$ cat src/phy_led_pkg.sv
// Shared constants and types for the PHY status LED driver
package phy_led_pkg;

  // ****************************************************************
  // Timing
  // ****************************************************************
  localparam int BLINK_TIME_MS = 80;
  localparam int CLK_FREQ_HZ = 100_000_000;
  localparam int MS_PER_S = 1000;
  // 80 ms at the core clock rate: 8,000,000 cycles
  localparam int BLINK_CYCLES_DEFAULT = BLINK_TIME_MS * (CLK_FREQ_HZ / MS_PER_S);

  // ****************************************************************
  // LED levels and reset values
  // ****************************************************************
  localparam logic LED_ON = 1'h0;
  localparam logic LED_OFF = 1'h1;
  localparam logic LED_RESET = LED_OFF;
  // Blinking is enabled unless the strap says otherwise at reset release
  localparam logic BLINK_STRAP_DEFAULT = 1'h1;

  // ****************************************************************
  // Enumerations
  // ****************************************************************
  typedef enum logic [1:0] {
    BLINK_IDLE,
    BLINK_ON,
    BLINK_GAP
  } blink_state_t;

  typedef enum logic [1:0] {
    LINK_DOWN,
    LINK_HALF,
    LINK_FULL
  } link_mode_t;

endpackage : phy_led_pkg

$ cat src/phy_status_led_driver.sv
// Status LED driver for the built-in PHY: duplex/collision, speed, link/activity
//
// Behaviour
// - Duplex LED low on full-duplex link, high on half-duplex without collision.
// - Half-duplex collision drives duplex LED low 80 ms, then high at least 80 ms.
// - Speed LED low at 100 Mbps, high at 10 Mbps.
// - Link LED low while link is up, high while link has failed.
// - With link up, activity pulses the link LED high for 80 ms.
// - After a pulse, link LED stays low 80 ms; repeats only if activity persists.
// - Held in reset while reset pin is low; configuration captured on its rise.
`timescale 1ns/1ps
`default_nettype none
module phy_status_led_driver
  import phy_led_pkg::*;
#(
  parameter int BLINK_CYCLES = BLINK_CYCLES_DEFAULT
) (
  // Clock and core reset
  input wire logic clk,
  input wire logic rst,
  // Device reset pin and power-on setting
  input wire logic reset_in_low,
  input wire logic blink_strap,
  // PHY status indications
  input wire logic link_up,
  input wire logic full_duplex,
  input wire logic speed_100,
  input wire logic collision,
  input wire logic activity,
  // LED outputs, active low
  output var logic duplex_col_led_n,
  output var logic speed_led_n,
  output var logic link_activity_led_n
);

  // ****************************************************************
  // Declarations
  // ****************************************************************
  logic prev_reset_in_low;
  logic held;
  logic release_edge;
  logic blink_enable;
  link_mode_t link_mode;
  link_mode_t next_link_mode;
  logic speed_fast;
  logic collision_seen;
  logic activity_seen;
  logic col_clear;
  logic col_trigger;
  logic col_lit;
  logic act_clear;
  logic act_trigger;
  logic act_lit;

  // ****************************************************************
  // Helpers
  // ****************************************************************
  // Speed and link/activity lamps both hinge on a live link
  function automatic logic link_live(input link_mode_t mode);
    link_live = (mode != LINK_DOWN);
  endfunction : link_live

  // ****************************************************************
  // Device reset pin
  // ****************************************************************
  assign held = !reset_in_low;
  assign release_edge = reset_in_low && !prev_reset_in_low;

  always_ff @(posedge clk or posedge rst) begin
    if (rst) begin
      prev_reset_in_low <= 1'h0;
    end else begin
      prev_reset_in_low <= reset_in_low;
    end
  end

  // Strap is sampled on the release edge only, never under the async reset
  always_ff @(posedge clk or posedge rst) begin
    if (rst) begin
      blink_enable <= BLINK_STRAP_DEFAULT;
    end else if (release_edge) begin
      blink_enable <= blink_strap;
    end
  end

  // ****************************************************************
  // PHY status capture
  // ****************************************************************
  always_comb begin
    if (!link_up) begin
      next_link_mode = LINK_DOWN;
    end else if (full_duplex) begin
      next_link_mode = LINK_FULL;
    end else begin
      next_link_mode = LINK_HALF;
    end
  end

  always_ff @(posedge clk or posedge rst) begin
    if (rst) begin
      link_mode <= LINK_DOWN;
    end else if (held) begin
      link_mode <= LINK_DOWN;
    end else begin
      link_mode <= next_link_mode;
    end
  end

  always_ff @(posedge clk or posedge rst) begin
    if (rst) begin
      speed_fast <= 1'h0;
    end else if (held) begin
      speed_fast <= 1'h0;
    end else begin
      speed_fast <= speed_100;
    end
  end

  // Event indications are taken as levels; a level that lasts past the
  // gap restarts the blink, as the PHY keeps reporting it
  always_ff @(posedge clk or posedge rst) begin
    if (rst) begin
      collision_seen <= 1'h0;
      activity_seen <= 1'h0;
    end else if (held) begin
      collision_seen <= 1'h0;
      activity_seen <= 1'h0;
    end else begin
      collision_seen <= collision;
      activity_seen <= activity;
    end
  end

  // ****************************************************************
  // Blink sequencers
  // ****************************************************************
  // Collision blinking only means something on a half-duplex link
  assign col_clear = held || (link_mode != LINK_HALF);
  assign col_trigger = collision_seen && blink_enable && (link_mode == LINK_HALF);

  blink_timer #(
    .CYCLES(BLINK_CYCLES)
  ) collision_blink (
    .clk(clk),
    .rst(rst),
    .clear(col_clear),
    .trigger(col_trigger),
    .lit(col_lit),
    .busy()
  );

  // A lost link aborts a pulse in progress so the LED shows the failure at once
  assign act_clear = held || !link_live(link_mode);
  assign act_trigger = activity_seen && blink_enable && link_live(link_mode);

  blink_timer #(
    .CYCLES(BLINK_CYCLES)
  ) activity_blink (
    .clk(clk),
    .rst(rst),
    .clear(act_clear),
    .trigger(act_trigger),
    .lit(act_lit),
    .busy()
  );

  // ****************************************************************
  // Duplex / collision LED
  // ****************************************************************
  // Leaving half duplex clears the collision sequencer, so no stale blink shows
  always_ff @(posedge clk or posedge rst) begin
    if (rst) begin
      duplex_col_led_n <= LED_RESET;
    end else if (held) begin
      duplex_col_led_n <= LED_RESET;
    end else begin
      case (link_mode)
        LINK_FULL: begin
          duplex_col_led_n <= LED_ON;
        end
        LINK_HALF: begin
          duplex_col_led_n <= col_lit ? LED_ON : LED_OFF;
        end
        default: begin
          duplex_col_led_n <= LED_OFF;
        end
      endcase
    end
  end

  // ****************************************************************
  // Speed LED
  // ****************************************************************
  always_ff @(posedge clk or posedge rst) begin
    if (rst) begin
      speed_led_n <= LED_RESET;
    // Without a link the speed is meaningless, so the lamp stays dark
    end else if (held || !link_live(link_mode)) begin
      speed_led_n <= LED_OFF;
    end else begin
      speed_led_n <= speed_fast ? LED_ON : LED_OFF;
    end
  end

  // ****************************************************************
  // Link / activity LED
  // ****************************************************************
  always_ff @(posedge clk or posedge rst) begin
    if (rst) begin
      link_activity_led_n <= LED_RESET;
    // Pulse length comes from the sequencer; this flop only adds one cycle of lag
    end else if (held || !link_live(link_mode)) begin
      link_activity_led_n <= LED_OFF;
    end else if (act_lit) begin
      link_activity_led_n <= LED_OFF;
    end else begin
      link_activity_led_n <= LED_ON;
    end
  end

endmodule : phy_status_led_driver
`default_nettype wire

$ cat src/blink_timer.sv
// One-shot blink sequencer: a lit phase of fixed length, then an equal dark gap
`timescale 1ns/1ps
`default_nettype none
module blink_timer
  import phy_led_pkg::*;
#(
  parameter int CYCLES = BLINK_CYCLES_DEFAULT,
  parameter int CNT_W = $clog2(CYCLES + 1)
) (
  // Clock and reset
  input wire logic clk,
  input wire logic rst,
  // Control
  input wire logic clear,
  input wire logic trigger,
  // Status
  output logic lit,
  output logic busy
);

  blink_state_t state;
  logic [CNT_W-1:0] count;
  logic phase_done;

  function automatic logic last_cycle(input logic [CNT_W-1:0] value);
    last_cycle = (value == CNT_W'(CYCLES - 1));
  endfunction : last_cycle

  assign phase_done = last_cycle(count);
  assign lit = (state == BLINK_ON);
  assign busy = (state != BLINK_IDLE);

  // ****************************************************************
  // Phase sequencing
  // ****************************************************************
  always_ff @(posedge clk or posedge rst) begin
    if (rst) begin
      state <= BLINK_IDLE;
    end else if (clear) begin
      state <= BLINK_IDLE;
    end else begin
      case (state)
        BLINK_IDLE: begin
          if (trigger) begin
            state <= BLINK_ON;
          end
        end
        BLINK_ON: begin
          if (phase_done) begin
            state <= BLINK_GAP;
          end
        end
        BLINK_GAP: begin
          // Back to idle; a trigger still present restarts next cycle
          if (phase_done) begin
            state <= BLINK_IDLE;
          end
        end
        default: begin
          state <= BLINK_IDLE;
        end
      endcase
    end
  end

  // ****************************************************************
  // Interval counter
  // ****************************************************************
  always_ff @(posedge clk or posedge rst) begin
    if (rst) begin
      count <= '0;
    end else if (clear || state == BLINK_IDLE || phase_done) begin
      count <= '0;
    end else begin
      count <= count + CNT_W'(1);
    end
  end

endmodule : blink_timer
`default_nettype wire

$ cat config.mk
export PLATFORM = sky130hd
export DESIGN_NAME = phy_status_led_driver
export DESIGN_NICKNAME = d
export VERILOG_FILES = /design/src/phy_led_pkg.sv /design/src/phy_status_led_driver.sv /design/src/blink_timer.sv
export SDC_FILE = /design/constraint.sdc
export NUM_CORES = 1
export LEC_CHECK = 0
export BUFFER_PORTS_ARGS = -buffer_cell sky130_fd_sc_hd__buf_2
export CAP_MARGIN = 20
export CORE_ASPECT_RATIO = 1.5
export CORE_MARGIN = 3
export CORE_UTILIZATION = 55
export DETAILED_ROUTE_END_ITERATION = 6
export PLACE_DENSITY = 0.72
export SETUP_SLACK_MARGIN = 0.02
export SYNTH_ARGS = -nofsm -noshare
export SYNTH_HDL_FRONTEND = slang
export SYNTH_SLANG_ARGS = --single-unit
$ cat constraint.sdc
create_clock -name clk -period 2.7 [get_ports clk]
set_clock_uncertainty 0.05 [all_clocks]
set_input_delay 0.54 -clock clk [delete_from_list [all_inputs] [get_ports clk]]
set_output_delay 0.54 -clock clk [all_outputs]
set_load 0.02 [all_outputs]
==> flow_summary.toml, run 1 <==
[sta]
rsz0062_at_grt = "no"
drv_slew = 0
fin_crit_sh_pct = 81.0
fin_crit_ns = 2.19
fmax_mhz = 457
tightest_slew_ns = 0.403
slew_headroom_pct = 73.0
report.final.hold_viol_count = 0
finalSetupViolCount = 0
setup_tns_ns = 0

[placement]
port_buffers = 11
hpwlAfterDp_um = 3850
routabilityCongestion = 0.767
place_area_mm2 = 0.00303

[logic_synthesis]
synth_top_area_cell = "dfrtp_1"
synth_fp_nets = 308
ys.flop_type = "dfrtp_1"
async_flop_share_pct = 100
yosysUniqueCellTypes = 38
ys_seq_area_share_pct = 51.9
postSynthCellCount = 297
ys_ff_latch = 60
syn_avg_cell_area_um2 = 9.77
synth_area_mm2 = 0.00290
yosysWarnings = 0
synth_area_leaders = "dfrtp_1 48%, nor2_1 4.3%, xor2_1 3.9%"
synth_edf_count = 0
synth_top_area_share_pct = 48.3

[setup_path]
worstSetupEndpointType = "register"
crit_arrival_ns = 2.40
slowest_stage = "or4_1"
setup.worst_path.class = "register to register"
cp.required_ns = 2.91
crit_top_cell = "or4_1"
path_cells = "ha_1 -> nand4_1 -> or4_1 -> or4_1 -> a21oi_1"
rrSetupSlack_ns = 0.51
slowest_delay_ns = 0.67
cp_max_fo = 8
start_kind = "register"

[floorplan]
ios = 12
dieArea_mm2 = 0.00620
rows = 31
start_util_pct = 58.5
dieWidth_um = 65.3
die_y_um = 95.0
core_area_mm2 = 0.00496

[power_and_ir_drop]
p_leak_nw = 1.23
ir_drop_v = 0.000382
seqPwrFrac_pct = 48.7
pwr_density_cell_mw_per_mm2 = 575
p_sw_share_pct = 20.4
power_frac_clock_pct = 49.1
p_sw_mw = 0.383
power_mw = 1.88
intPower_mw = 1.49
combPwrFrac_pct = 2.2

[routing]
firstDrtPassIters = 4
wl_per_cell_um = 14.5
wirelength_um = 5530
postRouteAntennaNets = 0
drc = 0
drt_iter0_markers = 101
via_per_inst = 5.85
vias = 2233

[final_layout]
area_growth_pct = 12.4
stdcell_area_mm2 = 0.00326
antennaDiodeCount = 0
drive_gt1_share_pct = 13.9
fin_util_pct = 65.7
final_common_cell = "dfrtp_1"
layout_common_cells = "56 x dfrtp_1, 33 x nor2_1, 20 x a21oi_1, 19 x o21ai_0, 18 x nand3_1"
nNetsFinal = 322

[grt]
grt-ovfl-total = 0
grt_max_degree = 28
grt_pass1_wl_um = 9920
antenna_found_initial = 0
grt_pass1_vias = 2288
track_usage_pct = 20.7

[job]
cap_viol_max_count = 0

[clock_tree]
cts_buffers = 9
h-tree-depth = 3
cts_setup_buffers = 0
clockBufferDepth = 2
worstSkewPairLatency_ns = 0.33
ctsResizeCount = 0
tritoncts = "yes"
holdBufCountCts = 0
cts_root_buf = "clkbuf_8"
path_clk_slew_ns = 0.07
cts_sinks = 60

[hold_path]
min_path_type = "primary input to asynchronous set/reset pin"

[outcome]
status = "complete, no violations"
logic make-up after synthesis:
family	after synthesis	share of synthesized area, %
muxes	1	0.388
adders and majority gates	2	0.862
DFF	60	51.9
xor gates and xnor gates	24	7.24
and+or+nand+nor	137	26.8
AOI/OAI and AO/OA	51	9.79
buffers and inverters	22	3.06
final timing paths:
path | depth (start not counted) | to | from
setup / recovery | 5 | collision_blink.count[22] | collision_blink.count[0]
hold / removal | 2 | activity_blink.count[22] | rst
setup reg to reg | 5 | collision_blink.count[22] | collision_blink.count[0]
hold reg to reg | 1 | speed_led_n | speed_fast
max in group asynchronous | 3 | duplex_col_led_n | rst
min in group clk | 2 | link_mode[0] | full_duplex
power by group through the flow:
stage / combinational (mW) / sequential [mW] / clock, mW
after floorplan: 0.0244 / 0.931 / 0
after global placement: 0.0415 / 0.931 / 0
after detailed placement: 0.0421 / 0.931 / 0
after CTS: 0.0420 / 0.914 / 0.949
after global routing: 0.0468 / 0.915 / 0.985
final: 0.0405 / 0.914 / 0.922
cells in the mapped netlist, types with 3 or more instances:
cell and number:
nor3_1 4, dfrtp_1 56, nand3_1 18, or4b_2 3, buf_2 4, nand4_1 14, and4_1 5, xor2_1 13
dfstp_2 4, nor2_1 33, or4_1 10, nand2_1 14, and2_1 5, and3_1 5, xnor2_1 11, nor2b_1 4
clkbuf_1 9, inv_1 8, o31ai_1 5, a21oi_1 20, or3_1 10, o21ai_0 20
worst max-delay path, delay by kind of cell (launching register included):
kind / cells / cell delay (ns)
adders and majority gates: 1 / 0.23
DFF: 1 / 0.38
and+or+nand+nor: 3 / 1.29
AOI/OAI and AO/OA: 1 / 0.15
through the flow:
stage,hold WS [ns],setup WS (ns),instances
floorplan,0.298,0.632,297
global placement,0.300,0.580,366
detailed placement,0.314,0.508,366
CTS,0.0843,0.506,382
global route,0.100,0.353,382
finish,0.0950,0.513,382
routing by layer:
metal  routed length (um)  GRT usage [%]
met3                  124           5.48
met1                 2280           22.7
met4                  106           9.52
met5                    0              0
met2                 3020           36.9
sequential cells by signal, summed over array words and instances, names as in the netlist:
name,cells
link_mode,2
link_activity_led_n,1
speed_fast,1
blink_enable,1
duplex_col_led_n,1
activity_seen,1
collision_blink.state,2
activity_blink.state,2
collision_blink.count,23
activity_blink.count,23
speed_led_n,1
collision_seen,1
prev_reset_in_low,1
area by class of cell:
| cell class | count | area, um^2 |
|---|---|---|
| fill | 430 | 1700 |
| tap | 66 | 82.6 |
| inverter | 8 | 30.0 |
| timing repair buffer | 17 | 100 |
| clock inverter | 5 | 83.8 |
| multi-input combinational | 215 | 1310 |
| clock buffer | 11 | 151 |
| sequential | 60 | 1510 |
(Power assumes the default switching activity.)
==> run 2: changes to the inputs <==
- PLACE_DENSITY: 0.72 -> 0.75
- clock period: 2.7 -> 1.8 ns (I/O delays scaled with it)
==> flow_summary.toml, run 2 (same netlist as run 1, synthesis figures left out) <==
[final_layout]
reg_top3 = "activity_blink.count: 23 flops, collision_blink.count: 23 flops"
fillers = 347
final_common_cell = "dfrtp_1"
antennaDiodeCount = 0
stdcell_area_mm2 = 0.00384
area_growth_pct = 32.2
drive_gt1_share_pct = 32.2
layout_common_cells = "54 x dfrtp_1, 50 x buf_4, 33 x nor2_1, 18 x o21ai_0, 17 x nand3_1"
fin_util_pct = 77.3
nNetsFinal = 375
area.sequential_mm2 = 0.00151
multi_input_area_mm2 = 0.00144

[grt]
grt_pass1_vias = 2658
track_usage_pct = 23.6
antenna_found_initial = 0
grt_max_degree = 61
grt-ovfl-total = 0
grt_pass1_wl_um = 11200

[outcome]
status = "complete, but fails checks"
violations = "setup timing"

[clock_tree]
h-tree-depth = 3
cts_sinks = 60
cts_root_buf = "clkbuf_8"
worstSkewPairLatency_ns = 0.34
holdBufCountCts = 0
path_clk_slew_ns = 0.07
cts_buffers = 9
tritoncts = "yes"
clockBufferDepth = 2

[sta]
finalSetupViolCount = 47
tightest_slew_ns = 0.366
drv_slew = 0
report.final.hold_viol_count = 0
slew_headroom_pct = 75.4
fin_crit_sh_pct = 111
fin_crit_ns = 1.99
rsz0062_at_grt = "yes"
layout_setup_ws_ns = -0.192
fmax_mhz = 502
whs_ns = 0.0422

[power_and_ir_drop]
pwr_density_cell_mw_per_mm2 = 733
p_leak_nw = 1.56
power_mw = 2.81
ir_drop_v = 0.000628

[routing]
via_per_inst = 5.86
wirelength_um = 7000
postRouteAntennaNets = 0
drt_iter0_markers = 166
wl_per_cell_um = 16.1
firstDrtPassIters = 4
drc = 0
vias = 2551

[placement]
port_buffers = 11
hpwlAfterDp_um = 4410
place_area_mm2 = 0.00339
routabilityCongestion = 0.822

[floorplan]
dieArea_mm2 = 0.00620
ios = 12
die_y_um = 95.0
core_area_mm2 = 0.00496
dieWidth_um = 65.3
rows = 31
start_util_pct = 58.5

[setup_path]
cp_max_fo = 7
worstSetupEndpointType = "register"
r2r_start = "collision_blink.count[0]"
startpoint = "collision_blink.count[0]"
r2r-end = "collision_blink.count[20]"
r2r_cells = 6
setup.worst_path.class = "register to register"
rrSetupSlack_ns = -0.19
start_kind = "register"
cp.required_ns = 2.02
crit_arrival_ns = 2.21

[job]
cap_viol_max_count = 0

[hold_path]
min_path_type = "primary input to asynchronous set/reset pin"
run 2: changes by cell type in the layout (fill, tap and decap cells not counted), moves of 3 or more:
cell / before / now
or4_1: 10 / 7
buf_4: 6 / 50
a21oi_2: 0 / 6
buf_6: 0 / 7
or3_4: 0 / 3
or3_1: 10 / 7
a21oi_1: 20 / 14
or4_4: 1 / 4
run 2: area by class of cell:
type | instances | area share (%)
Clock buffer | 12 | 4.04
Timing Repair Buffer | 70 | 14.3
Tap cell | 66 | 2.15
Inverter | 8 | 0.880
Sequential cell | 60 | 39.3
Multi-Input combinational cell | 215 | 37.4
Clock inverter | 4 | 1.89
run 2: what timing repair did:
action                                  in CTS  in global routing
setup buffers                                7                  2
endpoints found under the setup margin      40                 49
gates cloned                                 1                  1
gates resized for setup                     23                 15
pin swaps                                   11                  8
run 2: through the flow:
stage,std cells,setup TNS (ns),worst slack (ns)
finish,435,-3.90,-0.192
floorplan,297,-3.35,-0.185
global route,435,-7.94,-0.287
global placement,410,-2.37,-0.144
CTS,434,-3.45,-0.189
detailed placement,410,-3.93,-0.196
run 2: routing by layer:
| layer | vias to the layer above | global-route usage, % | wire length, um |
|---|---|---|---|
| li1 | 1208 | - | - |
| met1 | 1264 | 24.7 | 2690 |
| met2 | 56 | 43.9 | 3920 |
| met3 | 23 | 5.60 | 185 |
| met4 | 0 | 10.6 | 203 |
| met5 | - | 0 | 0 |
run 2: power breakdown:
part | total (mW) | switching [mW] | leakage [nW] | internal (mW)
clock | 1.38 | 0.523 | 0.113 | 0.853
sequential | 1.37 | 0.00722 | 0.815 | 1.36
combinational | 0.0658 | 0.0430 | 0.630 | 0.0228
total | 2.81 | 0.574 | 1.56 | 2.24
run 2: worst max-delay path, stage by stage (launching register included):
cell     delay [ns]
dfrtp_1        0.36
ha_2           0.18
nand4_1        0.13
or4_4          0.59
buf_6          0.15
or3_4          0.33
a21oi_2        0.14
run 2: how the worst max path moves through the flow:
stage	end	cells past startpoint
after detailed placement	activity_blink.state[1]	4
after CTS	activity_blink.state[1]	4
after global routing	collision_blink.count[20]	6
final	collision_blink.count[20]	6
after global placement	activity_blink.state[1]	4
after floorplan	collision_blink.count[22]	6
